**config.mk**
```make
export PLATFORM = sky130hd
export DESIGN_NAME = uabrk_top
export DESIGN_NICKNAME = d
export VERILOG_FILES = /design/src/include/uabrk_pkg.sv /design/src/rtl/uabrk_top.sv
export SDC_FILE = /design/constraint.sdc
export NUM_CORES = 1
export LEC_CHECK = 0
export BUFFER_PORTS_ARGS = -buffer_cell sky130_fd_sc_hd__buf_2
export CAP_MARGIN = 25
export CORE_UTILIZATION = 65
export CTS_CLUSTER_DIAMETER = 40
export DETAILED_ROUTE_END_ITERATION = 6
export PLACE_DENSITY = 0.84
export SYNTH_ARGS = -nofsm -noshare
export SYNTH_HDL_FRONTEND = slang
export SYNTH_SLANG_ARGS = --single-unit
```
**constraint.sdc**
```tcl
create_clock -name mclk_in -period 8.55 [get_ports mclk_in]
set_input_delay 0.855 -clock mclk_in [delete_from_list [all_inputs] [get_ports mclk_in]]
set_output_delay 0.855 -clock mclk_in [all_outputs]
set_load 0.005 [all_outputs]
```
**src/include/uabrk_pkg.sv**
```systemverilog
// uabrk_pkg: register map, field positions, reset values and fixed counts
// of the serial port with auto-baud and break support.
// assumes a byte-addressed register port with 16-bit data words.
package uabrk_pkg;

  // register byte offsets
  localparam logic [7:0] MODE_OFS = 8'h00;
  localparam logic [7:0] STAT_OFS = 8'h04;
  localparam logic [7:0] DIV_OFS  = 8'h08;
  localparam logic [7:0] TXD_OFS  = 8'h0c;
  localparam logic [7:0] RXD_OFS  = 8'h10;

  // serial_mode_register fields
  localparam int unsigned MODE_HS_BIT  = 3;
  localparam int unsigned MODE_AB_BIT  = 5;
  localparam int unsigned MODE_BRK_BIT = 8;

  // serial_status_register fields
  localparam int unsigned STAT_RXDA_BIT   = 0;
  localparam int unsigned STAT_OVR_BIT    = 1;
  localparam int unsigned STAT_TXFULL_BIT = 2;
  localparam int unsigned STAT_TXIDLE_BIT = 3;
  localparam int unsigned STAT_ABBUSY_BIT = 4;
  localparam int unsigned STAT_FERR_BIT   = 5;

  // reset values
  localparam logic [15:0] MODE_RST = 16'h0000;
  localparam logic [15:0] DIV_RST  = 16'h0000;

  // oversampling: ticks per bit minus one, low and high speed
  localparam logic [3:0] OS_LOW_MAX  = 4'hf;
  localparam logic [3:0] OS_HIGH_MAX = 4'h3;

  // sync character and its measurement: 5 falling edges span 8 bit times
  localparam logic [7:0]  SYNC_CHAR     = 8'h55;
  localparam logic [2:0]  SYNC_FALLS    = 3'h5;
  localparam int unsigned AB_CNT_W      = 25;
  localparam int unsigned AB_SHIFT_LOW  = 7;
  localparam int unsigned AB_SHIFT_HIGH = 5;

  // break: line held low for this many bit times before the stop bit
  localparam logic [3:0] BRK_BITS = 4'hd;
  localparam logic [3:0] DATA_BITS = 4'h8;

  typedef enum {RX_IDLE, RX_START, RX_DATA, RX_STOP} uabrk_rx_state_t;
  typedef enum {TX_IDLE, TX_START, TX_DATA, TX_BREAK, TX_STOP} uabrk_tx_state_t;
  typedef enum {AB_IDLE, AB_WAIT_EDGE, AB_MEASURE, AB_WAIT_STOP} uabrk_ab_state_t;

endpackage : uabrk_pkg

```
**src/rtl/uabrk_top.sv**
```systemverilog
// uabrk_top: asynchronous serial port with baud generator, auto-baud,
// two-entry receive buffer and break transmission.
// assumes rx_in synchronous to mclk_in and a register master that never
// issues read and write strobes together.
// Operation
// - mode bit 3 set selects high-speed baud, clear selects low-speed.
// - high-speed reception works for every divisor value including zero.
// - auto-baud divides the measurement with high-speed scaling when selected.
// - writing one to autobaud_enable starts measuring and loads the divisor.
// - sender transmits 0x55; device consumes it and never buffers it.
// - with divisor 0x0000 or 0xffff the sync character is still not buffered.
// - one receive pulse after the sync character, none at its start bit.
// - rx_data_available, status bit 0, is set exactly while data is buffered.
// - auto-baud result is rounded to the nearest divisor rather than truncated.
// - a queued break sends a long low instead of its dummy character.
// - consecutive breaks each send as break; a following character sends normally.
//
// Local design decisions: the placing of the registers and the address-and-strobe port.
module uabrk_top #(
  parameter int unsigned DEPTH = 2
) (
  // clock and reset
  input  wire logic        mclk_in,
  input  wire logic        rst_n_in,
  // register port
  input  wire logic [7:0]  addr_in,
  input  wire logic [15:0] wr_data_in,
  input  wire logic        wr_en_in,
  input  wire logic        rd_en_in,
  output logic      [15:0] rd_data_out,
  // serial line
  input  wire logic        rx_in,
  output logic             tx_out,
  // receive event
  output logic             rx_irq_out
);

  localparam int unsigned PTR_W = (DEPTH > 1) ? $clog2(DEPTH) : 1;

  if (DEPTH < 2 || (DEPTH & (DEPTH - 1)) != 0) begin : g_depth_check
    $error("uabrk_top: DEPTH must be a power of two, at least 2");
  end

  // register state
  logic [15:0]            mode_reg;
  logic [15:0]            div_reg;
  logic                   ovr_reg;
  logic                   ferr_reg;
  logic [15:0]            rd_data_reg;
  // baud tick
  logic [15:0]            tick_cnt_reg;
  // receiver
  uabrk_pkg::uabrk_rx_state_t rx_state_reg;
  logic [3:0]             rx_os_reg;
  logic [3:0]             rx_bit_reg;
  logic [7:0]             rx_shift_reg;
  logic                   rx_prev_reg;
  // buffer
  logic [7:0]             buf_mem_reg [DEPTH];
  logic [PTR_W-1:0]       wr_ptr_reg;
  logic [PTR_W-1:0]       rd_ptr_reg;
  logic [PTR_W:0]         count_reg;
  // transmitter
  uabrk_pkg::uabrk_tx_state_t tx_state_reg;
  logic [3:0]             tx_os_reg;
  logic [3:0]             tx_bit_reg;
  logic [7:0]             tx_shift_reg;
  logic                   tx_line_reg;
  logic [7:0]             hold_data_reg;
  logic                   hold_brk_reg;
  logic                   hold_valid_reg;
  logic                   hold_brk_sent_reg;
  // auto-baud
  uabrk_pkg::uabrk_ab_state_t ab_state_reg;
  logic [uabrk_pkg::AB_CNT_W-1:0] ab_cnt_reg;
  logic [2:0]             ab_falls_reg;
  logic                   irq_reg;

  // decode
  wire high_speed_select = mode_reg[uabrk_pkg::MODE_HS_BIT];
  wire autobaud_enable   = mode_reg[uabrk_pkg::MODE_AB_BIT];
  wire wr_mode = wr_en_in && (addr_in == uabrk_pkg::MODE_OFS);
  wire wr_stat = wr_en_in && (addr_in == uabrk_pkg::STAT_OFS);
  wire wr_div  = wr_en_in && (addr_in == uabrk_pkg::DIV_OFS);
  wire wr_txd  = wr_en_in && (addr_in == uabrk_pkg::TXD_OFS);
  wire rd_rxd  = rd_en_in && (addr_in == uabrk_pkg::RXD_OFS);

  // ticks per bit follow the speed select
  wire [3:0] os_max = high_speed_select ? uabrk_pkg::OS_HIGH_MAX : uabrk_pkg::OS_LOW_MAX;
  wire [3:0] os_half = {1'b0, os_max[3:1]};

  // baud tick: one pulse every divisor+1 clocks; divisor zero ticks each clock
  wire baud_tick = (tick_cnt_reg == 16'h0000);

  wire rx_fall = rx_prev_reg && !rx_in;

  // buffer handshake, filling and draining sides
  wire              push_valid;
  wire              push_ready = (count_reg != (PTR_W+1)'(DEPTH));
  wire              pop_valid  = (count_reg != '0);
  wire              pop_ready  = rd_rxd;
  wire              push_fire  = push_valid && push_ready;
  wire              pop_fire   = pop_valid && pop_ready;
  wire [PTR_W:0]    count_next = count_reg + {{PTR_W{1'b0}}, push_fire}
                                 - {{PTR_W{1'b0}}, pop_fire};

  // receiver timing; the receiver stands aside while auto-baud owns the line
  wire rx_active  = !autobaud_enable && (ab_state_reg == uabrk_pkg::AB_IDLE);
  wire rx_os_end  = baud_tick && (rx_os_reg == os_max);
  wire rx_os_mid  = baud_tick && (rx_os_reg == os_half);
  wire rx_stop_ok = rx_os_end && (rx_state_reg == uabrk_pkg::RX_STOP) && rx_in;
  wire rx_stop_bad = rx_os_end && (rx_state_reg == uabrk_pkg::RX_STOP) && !rx_in;
  // sampling only compares tick counts, so any divisor is served
  assign push_valid = rx_stop_ok;

  uabrk_pkg::uabrk_rx_state_t rx_state_next;
  always_comb begin
    rx_state_next = rx_state_reg;
    unique case (rx_state_reg)
      uabrk_pkg::RX_IDLE:  if (rx_active && rx_fall) begin
        rx_state_next = uabrk_pkg::RX_START;
      end
      uabrk_pkg::RX_START: if (rx_os_mid) begin
        rx_state_next = rx_in ? uabrk_pkg::RX_IDLE : uabrk_pkg::RX_DATA;
      end
      uabrk_pkg::RX_DATA:  if (rx_os_end && rx_bit_reg == uabrk_pkg::DATA_BITS - 4'h1) begin
        rx_state_next = uabrk_pkg::RX_STOP;
      end
      uabrk_pkg::RX_STOP:  if (rx_os_end) begin
        rx_state_next = uabrk_pkg::RX_IDLE;
      end
    endcase
  end

  wire rx_restart = (rx_state_reg == uabrk_pkg::RX_IDLE)
                    || (rx_state_reg == uabrk_pkg::RX_START && rx_os_mid);
  wire [3:0] rx_os_next  = rx_restart ? 4'h0 :
                           (baud_tick ? (rx_os_end ? 4'h0 : rx_os_reg + 4'h1) : rx_os_reg);
  wire [3:0] rx_bit_next = (rx_state_reg != uabrk_pkg::RX_DATA) ? 4'h0 :
                           (rx_os_end ? rx_bit_reg + 4'h1 : rx_bit_reg);
  wire rx_sample = rx_os_end && (rx_state_reg == uabrk_pkg::RX_DATA);

  // auto-baud: count clocks from the first to the fifth falling edge (8 bits)
  localparam logic [2:0] SYNC_LAST = uabrk_pkg::SYNC_FALLS - 3'h1;
  wire ab_fall_last = rx_fall && (ab_falls_reg == SYNC_LAST);
  // high-speed scaling divides by 8x4, low-speed by 8x16
  // half the divisor step is added so the result rounds to nearest
  wire [uabrk_pkg::AB_CNT_W-1:0] ab_scaled = high_speed_select ?
    ((ab_cnt_reg + (25'd1 << (uabrk_pkg::AB_SHIFT_HIGH - 1))) >> uabrk_pkg::AB_SHIFT_HIGH) :
    ((ab_cnt_reg + (25'd1 << (uabrk_pkg::AB_SHIFT_LOW - 1))) >> uabrk_pkg::AB_SHIFT_LOW);
  wire [15:0] ab_div = (ab_scaled == '0) ? 16'h0000 :
                       (ab_scaled > 25'h10000) ? 16'hffff :
                       ab_scaled[15:0] - 16'h0001;
  wire ab_done = (ab_state_reg == uabrk_pkg::AB_WAIT_STOP) && rx_in;

  uabrk_pkg::uabrk_ab_state_t ab_state_next;
  always_comb begin
    ab_state_next = ab_state_reg;
    unique case (ab_state_reg)
      uabrk_pkg::AB_IDLE:      if (autobaud_enable) begin
        ab_state_next = uabrk_pkg::AB_WAIT_EDGE;
      end
      uabrk_pkg::AB_WAIT_EDGE: if (rx_fall) begin
        ab_state_next = uabrk_pkg::AB_MEASURE;
      end
      uabrk_pkg::AB_MEASURE:   if (ab_fall_last) begin
        ab_state_next = uabrk_pkg::AB_WAIT_STOP;
      end
      uabrk_pkg::AB_WAIT_STOP: if (rx_in) begin
        ab_state_next = uabrk_pkg::AB_IDLE;
      end
    endcase
  end

  // the span is held through the last low bit, the divisor is taken at the stop bit
  wire [uabrk_pkg::AB_CNT_W-1:0] ab_cnt_next =
    (ab_state_reg == uabrk_pkg::AB_WAIT_STOP) ? ab_cnt_reg :
    (ab_state_reg != uabrk_pkg::AB_MEASURE) ? '0 :
    (&ab_cnt_reg ? ab_cnt_reg : ab_cnt_reg + 25'd1);
  wire [2:0] ab_falls_next = (ab_state_reg == uabrk_pkg::AB_WAIT_EDGE) ? 3'h1 :
                             (ab_state_reg == uabrk_pkg::AB_MEASURE && rx_fall) ?
                             ab_falls_reg + 3'h1 : ab_falls_reg;

  // mode register: software write, then self-clear of the enable on completion
  wire tx_take_ok = !hold_valid_reg;
  logic [15:0] mode_next;
  always_comb begin
    mode_next = wr_mode ? wr_data_in : mode_reg;
    // enable drops when the measured divisor is stored
    if (ab_done && !wr_mode) begin
      mode_next[uabrk_pkg::MODE_AB_BIT] = 1'b0;
    end
    // break request is consumed by the character that carries it
    if (wr_txd && tx_take_ok && !wr_mode) begin
      mode_next[uabrk_pkg::MODE_BRK_BIT] = 1'b0;
    end
  end

  // measured divisor overrides the software value
  wire [15:0] div_next = ab_done ? ab_div : (wr_div ? wr_data_in : div_reg);

  // restart on any new divisor, so a stale long count never delays the new rate
  wire [15:0] tick_cnt_next = (baud_tick || wr_div || ab_done) ? div_next :
                              tick_cnt_reg - 16'h0001;

  // transmitter holding entry; a write while full is dropped
  wire tx_load    = (tx_state_reg == uabrk_pkg::TX_IDLE) && hold_valid_reg;
  wire tx_os_end  = baud_tick && (tx_os_reg == os_max);
  wire tx_bit_end = tx_os_end && (tx_bit_reg == ((tx_state_reg == uabrk_pkg::TX_BREAK) ?
                    uabrk_pkg::BRK_BITS - 4'h2 : uabrk_pkg::DATA_BITS - 4'h1));

  uabrk_pkg::uabrk_tx_state_t tx_state_next;
  always_comb begin
    tx_state_next = tx_state_reg;
    unique case (tx_state_reg)
      uabrk_pkg::TX_IDLE:  if (tx_load) begin
        tx_state_next = uabrk_pkg::TX_START;
      end
      // a break entry skips the data bits and stays low instead
      uabrk_pkg::TX_START: if (tx_os_end) begin
        tx_state_next = hold_brk_sent_reg ? uabrk_pkg::TX_BREAK : uabrk_pkg::TX_DATA;
      end
      uabrk_pkg::TX_DATA:  if (tx_bit_end) begin
        tx_state_next = uabrk_pkg::TX_STOP;
      end
      uabrk_pkg::TX_BREAK: if (tx_bit_end) begin
        tx_state_next = uabrk_pkg::TX_STOP;
      end
      uabrk_pkg::TX_STOP:  if (tx_os_end) begin
        tx_state_next = uabrk_pkg::TX_IDLE;
      end
    endcase
  end

  wire [3:0] tx_os_next  = (tx_state_reg == uabrk_pkg::TX_IDLE) ? 4'h0 :
                           (baud_tick ? (tx_os_end ? 4'h0 : tx_os_reg + 4'h1) : tx_os_reg);
  wire bit_state = (tx_state_reg == uabrk_pkg::TX_DATA) || (tx_state_reg == uabrk_pkg::TX_BREAK);
  wire [3:0] tx_bit_next = !bit_state ? 4'h0 : (tx_os_end ? tx_bit_reg + 4'h1 : tx_bit_reg);
  wire tx_line_next = (tx_state_next == uabrk_pkg::TX_START) ? 1'b0 :
                      (tx_state_next == uabrk_pkg::TX_BREAK) ? 1'b0 :
                      (tx_state_next == uabrk_pkg::TX_DATA) ?
                      ((tx_state_reg == uabrk_pkg::TX_START) ? tx_shift_reg[0] :
                       (tx_os_end ? tx_shift_reg[1] : tx_shift_reg[0])) : 1'b1;

  // read mux
  wire [15:0] stat_word = {10'h000, ferr_reg, (ab_state_reg != uabrk_pkg::AB_IDLE),
                           (tx_state_reg == uabrk_pkg::TX_IDLE) && !hold_valid_reg,
                           hold_valid_reg, ovr_reg, pop_valid};
  // available flag is the buffer's own non-empty state
  wire [15:0] rd_mux = (addr_in == uabrk_pkg::MODE_OFS) ? mode_reg :
                       (addr_in == uabrk_pkg::STAT_OFS) ? stat_word :
                       (addr_in == uabrk_pkg::DIV_OFS)  ? div_reg :
                       (addr_in == uabrk_pkg::RXD_OFS)  ?
                       {8'h00, pop_valid ? buf_mem_reg[rd_ptr_reg] : 8'h00} : 16'h0000;

  // registers
  always_ff @(posedge mclk_in or negedge rst_n_in) begin
    if (!rst_n_in) begin
      mode_reg     <= uabrk_pkg::MODE_RST;
      div_reg      <= uabrk_pkg::DIV_RST;
      tick_cnt_reg <= uabrk_pkg::DIV_RST;
      rd_data_reg  <= 16'h0000;
    end else begin
      mode_reg     <= mode_next;
      div_reg      <= div_next;
      tick_cnt_reg <= tick_cnt_next;
      rd_data_reg  <= rd_en_in ? rd_mux : 16'h0000;
    end
  end

  // sticky flags: a new event in the clearing cycle wins
  always_ff @(posedge mclk_in or negedge rst_n_in) begin
    if (!rst_n_in) begin
      ovr_reg  <= 1'b0;
      ferr_reg <= 1'b0;
    end else begin
      ovr_reg  <= (push_valid && !push_ready)
                  || (ovr_reg && !(wr_stat && wr_data_in[uabrk_pkg::STAT_OVR_BIT]));
      ferr_reg <= rx_stop_bad
                  || (ferr_reg && !(wr_stat && wr_data_in[uabrk_pkg::STAT_FERR_BIT]));
    end
  end

  always_ff @(posedge mclk_in or negedge rst_n_in) begin
    if (!rst_n_in) begin
      rx_state_reg <= uabrk_pkg::RX_IDLE;
      rx_os_reg    <= 4'h0;
      rx_bit_reg   <= 4'h0;
      rx_shift_reg <= 8'h00;
      rx_prev_reg  <= 1'b1;
    end else begin
      rx_state_reg <= rx_state_next;
      rx_os_reg    <= rx_os_next;
      rx_bit_reg   <= rx_bit_next;
      rx_shift_reg <= rx_sample ? {rx_in, rx_shift_reg[7:1]} : rx_shift_reg;
      rx_prev_reg  <= rx_in;
    end
  end

  // two-entry buffer; the sync character never reaches it
  always_ff @(posedge mclk_in or negedge rst_n_in) begin
    if (!rst_n_in) begin
      wr_ptr_reg <= '0;
      rd_ptr_reg <= '0;
      count_reg  <= '0;
    end else begin
      wr_ptr_reg <= wr_ptr_reg + PTR_W'(push_fire);
      rd_ptr_reg <= rd_ptr_reg + PTR_W'(pop_fire);
      count_reg  <= count_next;
    end
  end

  generate
    for (genvar i = 0; i < DEPTH; i++) begin : g_buf
      always_ff @(posedge mclk_in or negedge rst_n_in) begin
        if (!rst_n_in) begin
          buf_mem_reg[i] <= 8'h00;
        end else if (push_fire && wr_ptr_reg == PTR_W'(i)) begin
          buf_mem_reg[i] <= rx_shift_reg;
        end
      end
    end
  endgenerate

  // the measuring engine has no path into the buffer
  always_ff @(posedge mclk_in or negedge rst_n_in) begin
    if (!rst_n_in) begin
      ab_state_reg <= uabrk_pkg::AB_IDLE;
      ab_cnt_reg   <= '0;
      ab_falls_reg <= 3'h0;
    end else begin
      ab_state_reg <= ab_state_next;
      ab_cnt_reg   <= ab_cnt_next;
      ab_falls_reg <= ab_falls_next;
    end
  end

  // one pulse per character: at sync completion or on each buffered byte
  always_ff @(posedge mclk_in or negedge rst_n_in) begin
    if (!rst_n_in) begin
      irq_reg <= 1'b0;
    end else begin
      irq_reg <= ab_done || push_fire;
    end
  end

  // each entry carries its own break mark, so breaks can follow breaks
  always_ff @(posedge mclk_in or negedge rst_n_in) begin
    if (!rst_n_in) begin
      hold_data_reg  <= 8'h00;
      hold_brk_reg   <= 1'b0;
      hold_valid_reg <= 1'b0;
      hold_brk_sent_reg <= 1'b0;
    end else begin
      if (wr_txd && tx_take_ok) begin
        hold_data_reg  <= wr_data_in[7:0];
        hold_brk_reg   <= mode_reg[uabrk_pkg::MODE_BRK_BIT];
        hold_valid_reg <= 1'b1;
      end else if (tx_load) begin
        hold_valid_reg <= 1'b0;
      end
      if (tx_load) begin
        hold_brk_sent_reg <= hold_brk_reg;
      end
    end
  end

  always_ff @(posedge mclk_in or negedge rst_n_in) begin
    if (!rst_n_in) begin
      tx_state_reg <= uabrk_pkg::TX_IDLE;
      tx_os_reg    <= 4'h0;
      tx_bit_reg   <= 4'h0;
      tx_shift_reg <= 8'h00;
      tx_line_reg  <= 1'b1;
    end else begin
      tx_state_reg <= tx_state_next;
      tx_os_reg    <= tx_os_next;
      tx_bit_reg   <= tx_bit_next;
      // the dummy byte of a break is never shifted onto the line
      if (tx_load) begin
        tx_shift_reg <= hold_brk_reg ? 8'h00 : hold_data_reg;
      end else if (tx_os_end && tx_state_reg == uabrk_pkg::TX_DATA) begin
        tx_shift_reg <= {1'b1, tx_shift_reg[7:1]};
      end
      tx_line_reg  <= tx_line_next;
    end
  end

  assign rd_data_out = rd_data_reg;
  assign tx_out      = tx_line_reg;
  assign rx_irq_out  = irq_reg;

endmodule // uabrk_top

```
==> flow_summary.json, run 1 <==
{
  "status": "finished clean",
  "slew_headroom": 0.3301,
  "ys_types": 78,
  "cpLargestDelayFamily": "simple AND/OR/NAND/NOR gates",
  "port-buffer-count": 46,
  "hold_violations": 0,
  "slew_viol_final": 0,
  "fmax_mhz": 257.2,
  "synth_top_cells_by_count": "dfrtp_1, nor2_1, nand2_1, clkbuf_1, mux2_2",
  "nets": 1061,
  "synthFlopType": "dfrtp_1",
  "seq_area_frac_synth": 0.4778,
  "die_area_mm2": 0.01631,
  "powerDensity_mw_per_mm2": 207.4,
  "crit_type": "reg2reg",
  "grt_pass1_wl_mm": 38.18,
  "grt_pass1_vias": 7546,
  "via_per_inst": 6.208,
  "fin_setup_tns_ns": 0,
  "start_util": 0.6707,
  "syn_avg_cell_area_um2": 10.06,
  "drtIter0Drc": 606,
  "core_region_area_mm2": 0.01531,
  "worst_slack_ns": 4.662,
  "antenna_cells": 0,
  "crit_path_max_incr_delay_ns": 0.67,
  "cts_tree": "yes",
  "ff2ff_path_depth": 10,
  "cp-endpoint": "tick_cnt_reg[3]",
  "cp_slowest_cell": "nor4_1",
  "synth_nets": 1070,
  "drc": 0,
  "arrival_ns": 4.20,
  "cts.sinks": 196,
  "clk-insertion-delay-late_ns": 0.45,
  "crit_fanout": 16,
  "core.rowCount": 45,
  "wl_per_cell_um": 18.65,
  "setup_viol": 0,
  "h-tree-depth": 4,
  "clkTransAtPathRegs_ns": 0.07,
  "yosys-top-cells-area": "dfrtp_1, mux2_2, xnor2_1",
  "yosysMostFrequentCell": "dfrtp_1",
  "utilization": 0.7261,
  "r2r_slack_ns": 4.66,
  "ctsResizeCount": 0,
  "clockBufferDepth": 2,
  "worstPathCellList": "ha_1 -> nand4_4 -> nor4_1 -> xnor2_1 -> o211ai_2 -> or4b_1 -> nand4bb_4 -> a21o_4 -> o31ai_4 -> a22oi_2",
  "period_minus_slack_ns": 3.888,
  "synth-seq-cells": 196,
  "period_share": 0.4547,
  "largest_reg_flops": 32,
  "dieHeight_um": 127.7,
  "grt_max_degree": 115,
  "firstDrtPassIters": 5,
  "synth_edf_count": 0,
  "cts-root-buf": "clkbuf_16",
  "cap_violations": 0,
  "hold_buffers": 0,
  "total_power_mw": 2.306,
  "n_fill_cell": 1047,
  "track_usage": 0.3027,
  "num_vias": 7667,
  "p_leak_nw": 5.023,
  "drive_gt1_frac": 0.1719,
  "cp-end-kind": "register",
  "post_cts_buffers": 0,
  "pin_count": 47,
  "synthArstFlopShare": 1.000,
  "ant_nets": 0,
  "hp-class": "reg2reg",
  "worstMarginPinSlew_ns": 0.9910,
  "synth_top_area_frac": 0.4727,
  "cts_buffers": 17,
  "place_hpwl_mm": 15.13,
  "fin_skew_ns": 0.01255,
  "areaGrowthSynthToFinish_pct": 8.259,
  "die_w_um": 127.7,
  "yosysWarnings": 0,
  "postRouteWirelength_mm": 23.03,
  "gr-total-overflow": 0,
  "dp_slack_ns": 4.707,
  "crit_required_ns": 8.86,
  "vdd_ir_drop_max_mv": 0.1740,
  "crit_buf_inv": 0,
  "synth_area_mm2": 0.01027,
  "cp.depth": 10,
  "reg2reg_to": "tick_cnt_reg[3]",
  "start_kind": "register",
  "yosys.area.top_type": "dfrtp_1",
  "place.gp.congestion": 0.9659,
  "antenna_found_initial": 0,
  "rsz0062_at_grt": "no",
  "syn_inst": 1021,
  "cp-startpoint": "ab_cnt_reg[7]",
  "regToRegStartpoint": "ab_cnt_reg[7]"
}
## stage by stage
| stage | hold slack, ns | instance area [um^2] | instances |
|---|---|---|---|
| finish | 0.3781 | 11120 | 1235 |
| global route | 0.3889 | 11120 | 1235 |
| detailed placement | 0.3656 | 10470 | 1202 |
| global placement | 0.3654 | 10470 | 1202 |
| floorplan | 0.4294 | 10270 | 1021 |
| CTS | 0.3829 | 11080 | 1233 |
## routing by layer
| layer | GRT usage | share of wire | up-vias |
|---|---|---|---|
| li1 | - | - | 3549 |
| met1 | 0.3977 | 0.43 | 3819 |
| met2 | 0.5005 | 0.49 | 239 |
| met3 | 0.05634 | 0.046 | 60 |
| met4 | 0.1197 | 0.029 | 0 |
| met5 | 0 | 0 | - |
## final cells by class
class                      count  area [um^2]  share of cell area
inverter                      30        112.6             0.01013
multi-input combinational    711         4882              0.4391
timing repair buffer          56        337.8             0.03038
tap                          211        264.0             0.02374
clock inverter                14        190.2             0.01710
sequential                   196         4907              0.4413
clock buffer                  17        425.4             0.03826
## layout by cell type, fill, tap and decap left out, types with 6 or more instances in the layout
master	n
dfrtp_1	194
nor2_1	102
nand2_1	82
mux2_2	51
xnor2_1	45
buf_2	45
a21oi_1	37
xor2_1	37
mux2i_1	36
o21ai_0	36
nand3_1	33
inv_1	30
nor3_1	26
ha_1	20
a22oi_1	18
nor4_1	18
clkbuf_16	17
nand4_1	14
o21ai_2	12
o21ai_1	11
nand2b_1	9
nor2b_1	9
buf_4	8
a31oi_1	7
nor3b_1	7
nand3b_1	6
o22ai_1	6
and2_1	6
or3_1	6
## where the power goes
group / total [mW] / internal, mW / switching, mW
clock: 0.833 / 0.446 / 0.387
sequential: 1.08 / 1.01 / 0.0736
combinational: 0.389 / 0.148 / 0.241
## kinds of logic (layout without fill, tap and decap cells)
logic type,count (synthesis),in the layout,share of synthesized area
AND/OR/NAND/NOR,355,355,0.1800
flip-flops,196,196,0.4778
AO/OA/AOI/OAI,167,167,0.1090
buffers and inverters,114,117,0.04787
multiplexers,87,87,0.09100
XOR/XNOR,82,82,0.06992
adder cells (fa/ha/maj),20,20,0.02436
## how the worst min path moves through the flow
stage	from	to	slack, ns	depth (start not counted)
final	tx_state_reg[12]	tx_state_reg[12]	0.38	0
after floorplan	tx_state_reg[15]	tx_state_reg[15]	0.43	1
after detailed placement	tx_state_reg[19]	tx_state_reg[19]	0.37	0
after global placement	tx_state_reg[3]	tx_state_reg[3]	0.37	0
after CTS	tx_state_reg[12]	tx_state_reg[12]	0.38	0
after global routing	tx_state_reg[6]	tx_state_reg[6]	0.39	0
Note: power is estimated with default switching activity, not from simulation.
==> run 2: changes to the inputs <==
--- a/config.mk
+++ b/config.mk
@@ -5,12 +5,13 @@
 export SDC_FILE = /design/constraint.sdc
 export NUM_CORES = 1
 export LEC_CHECK = 0
+export ABC_AREA = 1
 export BUFFER_PORTS_ARGS = -buffer_cell sky130_fd_sc_hd__buf_2
 export CAP_MARGIN = 25
-export CORE_UTILIZATION = 65
+export CORE_UTILIZATION = 62
 export CTS_CLUSTER_DIAMETER = 40
 export DETAILED_ROUTE_END_ITERATION = 6
-export PLACE_DENSITY = 0.84
+export PLACE_DENSITY = 0.8
 export SYNTH_ARGS = -nofsm -noshare
 export SYNTH_HDL_FRONTEND = slang
 export SYNTH_SLANG_ARGS = --single-unit
==> constraint.sdc (replaced) <==
create_clock -name mclk_in -period 3.7 [get_ports mclk_in]
set_input_delay 0.37 -clock mclk_in [delete_from_list [all_inputs] [get_ports mclk_in]]
set_output_delay 0.37 -clock mclk_in [all_outputs]
set_load 0.005 [all_outputs]
==> run 2 against run 1 <==
Net effect: cell area rose by 5.3%; via count up 25%; sequential share of layout area decreased by 2.2 points; critical endpoint is now buf_mem_reg[0].
==> flow_summary.json, run 2 <==
{
  "synth_mux_area_frac": 0.005230,
  "num_vias": 9559,
  "hp-class": "in2reg",
  "fmax_mhz": 330.4,
  "place.gp.congestion": 1.011,
  "synth-compound-area-share": 0.1187,
  "synth_edf_count": 0,
  "worstHoldPathCells": 1,
  "setup_viol": 0,
  "seq_area_frac_synth": 0.4558,
  "h-tree-depth": 4,
  "start_util": 0.6423,
  "drive_gt1_frac": 0.09241,
  "status": "finished clean",
  "die_area_mm2": 0.01789,
  "period_minus_slack_ns": 3.026,
  "routed-wl-met2_mm": 12.79,
  "vdd_ir_drop_max_mv": 0.3937,
  "postRouteWirelength_mm": 27.20,
  "rsz0062_at_grt": "no",
  "nets": 1486,
  "pin_count": 47,
  "fin_area_mm2": 0.01171,
  "largest_reg_flops": 32,
  "synthAdderAreaFrac": 0.02325,
  "areaGrowthSynthToFinish_pct": 8.786,
  "antenna_found_initial": 0,
  "p_leak_nw": 5.896,
  "dieHeight_um": 133.8,
  "powerDensity_mw_per_mm2": 514.2,
  "synth_top_area_frac": 0.4510,
  "core.rowCount": 47,
  "yosysMostFrequentCell": "nand2_1",
  "synth-simple-area-share": 0.2885,
  "wl_met1_mm": 11.61,
  "final_common_cell": "nand2_1",
  "grt_pass1_wl_mm": 45.04,
  "period_share": 0.8180,
  "crit_required_ns": 4.02,
  "synth_area_mm2": 0.01077,
  "gr-total-overflow": 0,
  "hold_violations": 0,
  "ff2ff_path_depth": 10,
  "clk-insertion-delay-late_ns": 0.44,
  "ant_nets": 0,
  "cts.sinks": 196,
  "n_fill_cell": 1408,
  "fin_setup_tns_ns": 0,
  "cap_violations": 0,
  "crit_type": "reg2reg",
  "yosysWarnings": 0,
  "die_w_um": 133.8,
  "synth_top_family_by_area": "simple AND/OR/NAND/NOR gates",
  "post_cts_buffers": 0,
  "worstPathCellList": "inv_1 -> ha_1 -> nand3_1 -> nor2_1 -> nand4_1 -> nor3_1 -> nand3_1 -> nor2_1 -> ha_1 -> mux2_2",
  "post_dp_cell_area_mm2": 0.01109,
  "core_region_area_mm2": 0.01676,
  "slew_viol_final": 0,
  "yosys-top-cells-area": "dfrtp_1, nand2_1, inv_1",
  "via_per_inst": 5.724,
  "drtIter0Drc": 1009,
  "synth-xor-area-share": 0.02278,
  "highest_layer": "met4",
  "antenna_cells": 0,
  "grt_max_degree": 117,
  "track_usage": 0.3221,
  "syn_inst": 1423,
  "synthArstFlopShare": 1.000,
  "crit_fanout": 13,
  "ys_types": 49,
  "cp_slowest_cell": "ha_1",
  "grt_pass1_vias": 9266,
  "synth_nets": 1472,
  "worstMarginPinSlew_ns": 0.8953,
  "wl_per_cell_um": 16.29,
  "syn_avg_cell_area_um2": 7.565,
  "clkTransAtPathRegs_ns": 0.08,
  "synth-seq-cells": 196,
  "start_kind": "register",
  "firstDrtPassIters": 7,
  "instances_no_fill": 1670,
  "crit_path_max_incr_delay_ns": 0.52,
  "arrival_ns": 3.35,
  "cts-root-buf": "clkbuf_16",
  "place_hpwl_mm": 19.56,
  "slew_headroom": 0.4017,
  "total_power_mw": 6.022,
  "layout_common_cells": "nand2_1, dfrtp_1, inv_1",
  "cp-end-kind": "register",
  "clockBufferDepth": 2,
  "cts_tree": "yes",
  "synth_top_cells_by_count": "nand2_1, dfrtp_1, inv_1, o21ai_0, nor2_1",
  "wl_met3_mm": 1.816,
  "synthFlopType": "dfrtp_1",
  "dp.cells": 1637,
  "port-buffer-count": 46,
  "cts_buffers": 17,
  "yosys.area.top_type": "dfrtp_1",
  "fin_skew_ns": 0.01076,
  "drc": 0
}
==> run 2: cell families (layout without fill, tap and decap cells) <==
| group | count (synthesis) | after routing |
|---|---|---|
| mux | 5 | 5 |
| xor+xnor | 28 | 28 |
| flops | 196 | 196 |
| compound gates | 229 | 229 |
| buf+inv | 236 | 263 |
| simple gates | 709 | 709 |
| fa+ha+maj | 20 | 20 |
==> run 2: critical path, delay by kind of cell, from the launching register on <==
| family | cells | cell delay, ns |
|---|---|---|
| mux | 1 | 0.41 |
| flops | 1 | 0.37 |
| fa+ha+maj | 2 | 0.72 |
| simple gates | 6 | 1.31 |
| buf+inv | 1 | 0.10 |
==> run 2: routing by layer <==
metal  vias to the layer above  global-route usage
met5                         -                   0
met4                         0              0.1383
met3                        75             0.05593
met2                       375              0.5161
met1                      4466              0.4332
li1                       4643                   -
==> run 2: final cells by class <==
| cell class | instances | area [um^2] | share of cell area |
|---|---|---|---|
| Clock buffer | 18 | 429.2 | 0.03665 |
| Clock inverter | 14 | 186.4 | 0.01592 |
| Inverter | 177 | 664.4 | 0.05673 |
| Multi-Input combinational cell | 991 | 4935 | 0.4214 |
| Sequential cell | 196 | 4907 | 0.4190 |
| Tap cell | 220 | 275.3 | 0.02350 |
| Timing Repair Buffer | 54 | 314.1 | 0.02682 |
==> run 2: report_power, final <==
part / switching, mW / internal (mW) / leakage, nW
Sequential: 0.191 / 2.38 / 2.61
Combinational: 1.02 / 0.514 / 2.99
Clock: 0.934 / 0.980 / 0.298
==> run 2: final timing paths <==
path | start | to | slack, ns
setup / recovery | tick_cnt_reg[0] | buf_mem_reg[0] | 0.67
hold / removal | rx_in | rx_prev_reg | 0.1
setup reg to reg | tick_cnt_reg[0] | buf_mem_reg[0] | 0.67
hold reg to reg | tx_state_reg[15] | tx_state_reg[15] | 0.37
max in group asynchronous | rst_n_in | tick_cnt_reg[11] | 2.31
min in group asynchronous | rst_n_in | tx_state_reg[16] | 0.42
==> run 2: repair_timing <==
action / CTS / global route
resized for setup: 0 / 0
hold buffers: 1 / 0
hold endpoints to repair: 46 / 0
==> run 2: metrics by stage <==
stage,util,setup slack (ns),hold WS (ns)
floorplan,-,1.287,0.07441
global placement,0.6614,0.8180,0.3420
detailed placement,0.6614,0.7488,0.3394
CTS,0.6988,0.6967,0.08938
global route,0.6988,0.4243,0.08114
finish,0.6988,0.6735,0.09898
==> run 3: changes to the inputs <==
--- a/config.mk
+++ b/config.mk
@@ -8,10 +8,10 @@
 export ABC_AREA = 1
 export BUFFER_PORTS_ARGS = -buffer_cell sky130_fd_sc_hd__buf_2
 export CAP_MARGIN = 25
-export CORE_UTILIZATION = 62
+export CORE_UTILIZATION = 56
 export CTS_CLUSTER_DIAMETER = 40
 export DETAILED_ROUTE_END_ITERATION = 6
-export PLACE_DENSITY = 0.8
+export PLACE_DENSITY = 0.76
 export SYNTH_ARGS = -nofsm -noshare
 export SYNTH_HDL_FRONTEND = slang
 export SYNTH_SLANG_ARGS = --single-unit
==> constraint.sdc (replaced) <==
create_clock -name mclk_in -period 2.6 [get_ports mclk_in]
set_input_delay 0.26 -clock mclk_in [delete_from_list [all_inputs] [get_ports mclk_in]]
set_output_delay 0.26 -clock mclk_in [all_outputs]
set_load 0.005 [all_outputs]
==> run 3 against run 2 <==
Net effect: routed wire length grew 2.8%; highest routed layer unchanged; sequential power grew 42%; global-route usage shrank 2.7 points.
==> flow_summary.json, run 3 (synthesis results as in run 2) <==
{
  "final_common_cell": "nand2_1",
  "start_util": 0.5736,
  "start_kind": "register",
  "cp_slowest_cell": "dfrtp_1",
  "via_per_inst": 5.584,
  "clkPwrFrac": 0.299,
  "grt_pass1_vias": 9413,
  "gr-total-overflow": 0,
  "status": "finished clean",
  "die_w_um": 140.7,
  "cts_tree": "yes",
  "fin_skew_ns": 0.01340,
  "cts_buffers": 17,
  "crit_fanout": 3,
  "powerDensity_mw_per_mm2": 686.2,
  "dp.cells": 1716,
  "drc": 0,
  "pin_count": 47,
  "postRouteWirelength_mm": 27.95,
  "cts.sinks": 196,
  "grt_pass1_wl_mm": 45.77,
  "instances_no_fill": 1761,
  "antenna_cells": 0,
  "total_power_mw": 8.601,
  "crit_path_max_incr_delay_ns": 0.36,
  "track_usage": 0.2949,
  "h-tree-depth": 4,
  "slew_viol_final": 0,
  "grt_max_degree": 70,
  "clkTransAtPathRegs_ns": 0.08,
  "combPwrFrac": 0.277,
  "firstDrtPassIters": 5,
  "period_share": 0.9654,
  "antenna_found_initial": 0,
  "crit_required_ns": 2.92,
  "arrival_ns": 2.83,
  "largest_reg_flops": 32,
  "areaGrowthSynthToFinish_pct": 16.43,
  "p_int_mw": 5.508,
  "dieHeight_um": 140.7,
  "cts-root-buf": "clkbuf_16",
  "ant_nets": 0,
  "seqPwrFrac": 0.425,
  "clockBufferDepth": 2,
  "port-buffer-count": 46,
  "cp-end-kind": "register",
  "power.switching_mw": 3.093,
  "core_region_area_mm2": 0.01877,
  "die_area_mm2": 0.01978,
  "layout_common_cells": "nand2_1, dfrtp_1, inv_1",
  "cap_violations": 0,
  "hp-class": "in2reg",
  "switching_share": 0.3596,
  "drive_gt1_frac": 0.1709,
  "period_minus_slack_ns": 2.510,
  "nets": 1564,
  "place.gp.congestion": 0.9450,
  "slew_headroom": 0.6066,
  "hold_ws_ns": 0.09640,
  "worstMarginPinSlew_ns": 0.5894,
  "clk-insertion-delay-late_ns": 0.44,
  "p_leak_nw": 6.301,
  "rsz0062_at_grt": "yes",
  "core.rowCount": 50,
  "place_hpwl_mm": 20.73,
  "setup_viol": 0,
  "wl_per_cell_um": 15.87,
  "hold_violations": 0,
  "worstPathCellList": "inv_1 -> ha_1 -> nand3_1 -> nor2_2 -> nand4_1 -> nor3_2 -> nand3_1 -> nor2_2 -> inv_1 -> ha_1 -> inv_1 -> ha_1 -> xnor2_2 -> xor2_1",
  "vdd_ir_drop_max_mv": 0.5607,
  "fmax_mhz": 398.4,
  "drtIter0Drc": 893,
  "crit_type": "reg2reg",
  "fin_setup_tns_ns": 0,
  "num_vias": 9834
}
==> run 3: cell count changes in the layout (fill, tap and decap cells not counted), sizes merged <==
| cell | change |
|---|---|
| buf | +76 |
| clkinv | -3 |
| clkinvlp | +2 |
| bufinv | -1 |
| dlygate4sd3 | +1 |
| inv | +1 |
| nor2 | +1 |
==> run 3: power groups by stage <==
stage	Combinational, mW	Clock [mW]	Sequential (mW)
finish	2.38	2.57	3.65
CTS	2.29	2.60	3.64
global route	2.67	2.72	3.69
floorplan	1.58	0	3.62
global placement	2.21	0	3.69
detailed placement	2.26	0	3.69
==> run 3: timing repair <==
action | CTS | global route
resized for setup | 2 | 65
buffers inserted | 0 | 11
endpoints found under the hold margin | 67 | 0
hold buffers | 2 | 0
cloned | 0 | 1
pin swaps | 0 | 17
endpoints found under the setup margin | 4 | 63
==> run 3: stage by stage <==
stage	instance area (um^2)	worst slack [ns]	util
6_report	12530	0.08995	0.6679
5_1_grt	12530	-0.06596	0.6679
3_5_place_dp	11620	-0.01263	0.6189
4_1_cts	12210	0.002838	0.6507
3_3_place_gp	11620	0.03308	0.6189
2_1_floorplan	10770	0.1872	-
==> run 3: critical path: cells and delay by family (launching register included) <==
family	cells	cell delay, ns
AND/OR/NAND/NOR	6	0.88
adder cells (fa/ha/maj)	3	0.65
flip-flops	1	0.36
buffers and inverters	3	0.22
XOR/XNOR	2	0.28
==> run 3: area by class of cell <==
cell class / instances / area, um^2
sequential: 196 / 4916
fill: 1538 / 6233
timing repair buffer: 131 / 919.6
clock buffer: 18 / 429.2
tap: 234 / 292.8
clock inverter: 13 / 140.1
inverter: 177 / 670.6
multi-input combinational: 992 / 5166
==> run 3: final timing paths <==
check                                 start          endpoint  slack (ns)  cells past startpoint
max                         tick_cnt_reg[0]      count_reg[1]        0.09                     14
min                          wr_data_in[15]      mode_reg[15]         0.1                      3
max reg2reg                 tick_cnt_reg[0]      count_reg[1]        0.09                     14
min reg2reg                tx_state_reg[15]  tx_state_reg[15]        0.38                      0
max in group asynchronous          rst_n_in     ab_cnt_reg[8]        1.43                      3
min in group asynchronous          rst_n_in  tx_state_reg[16]        0.38                      2
==> run 3: per-layer routing <==
metal | part of all wire | up-vias | global-route usage
met5 | 0 | - | 0
met4 | 0.027 | 0 | 0.1138
met3 | 0.060 | 64 | 0.05333
met2 | 0.47 | 325 | 0.4729
met1 | 0.44 | 4648 | 0.3995
li1 | - | 4797 | -
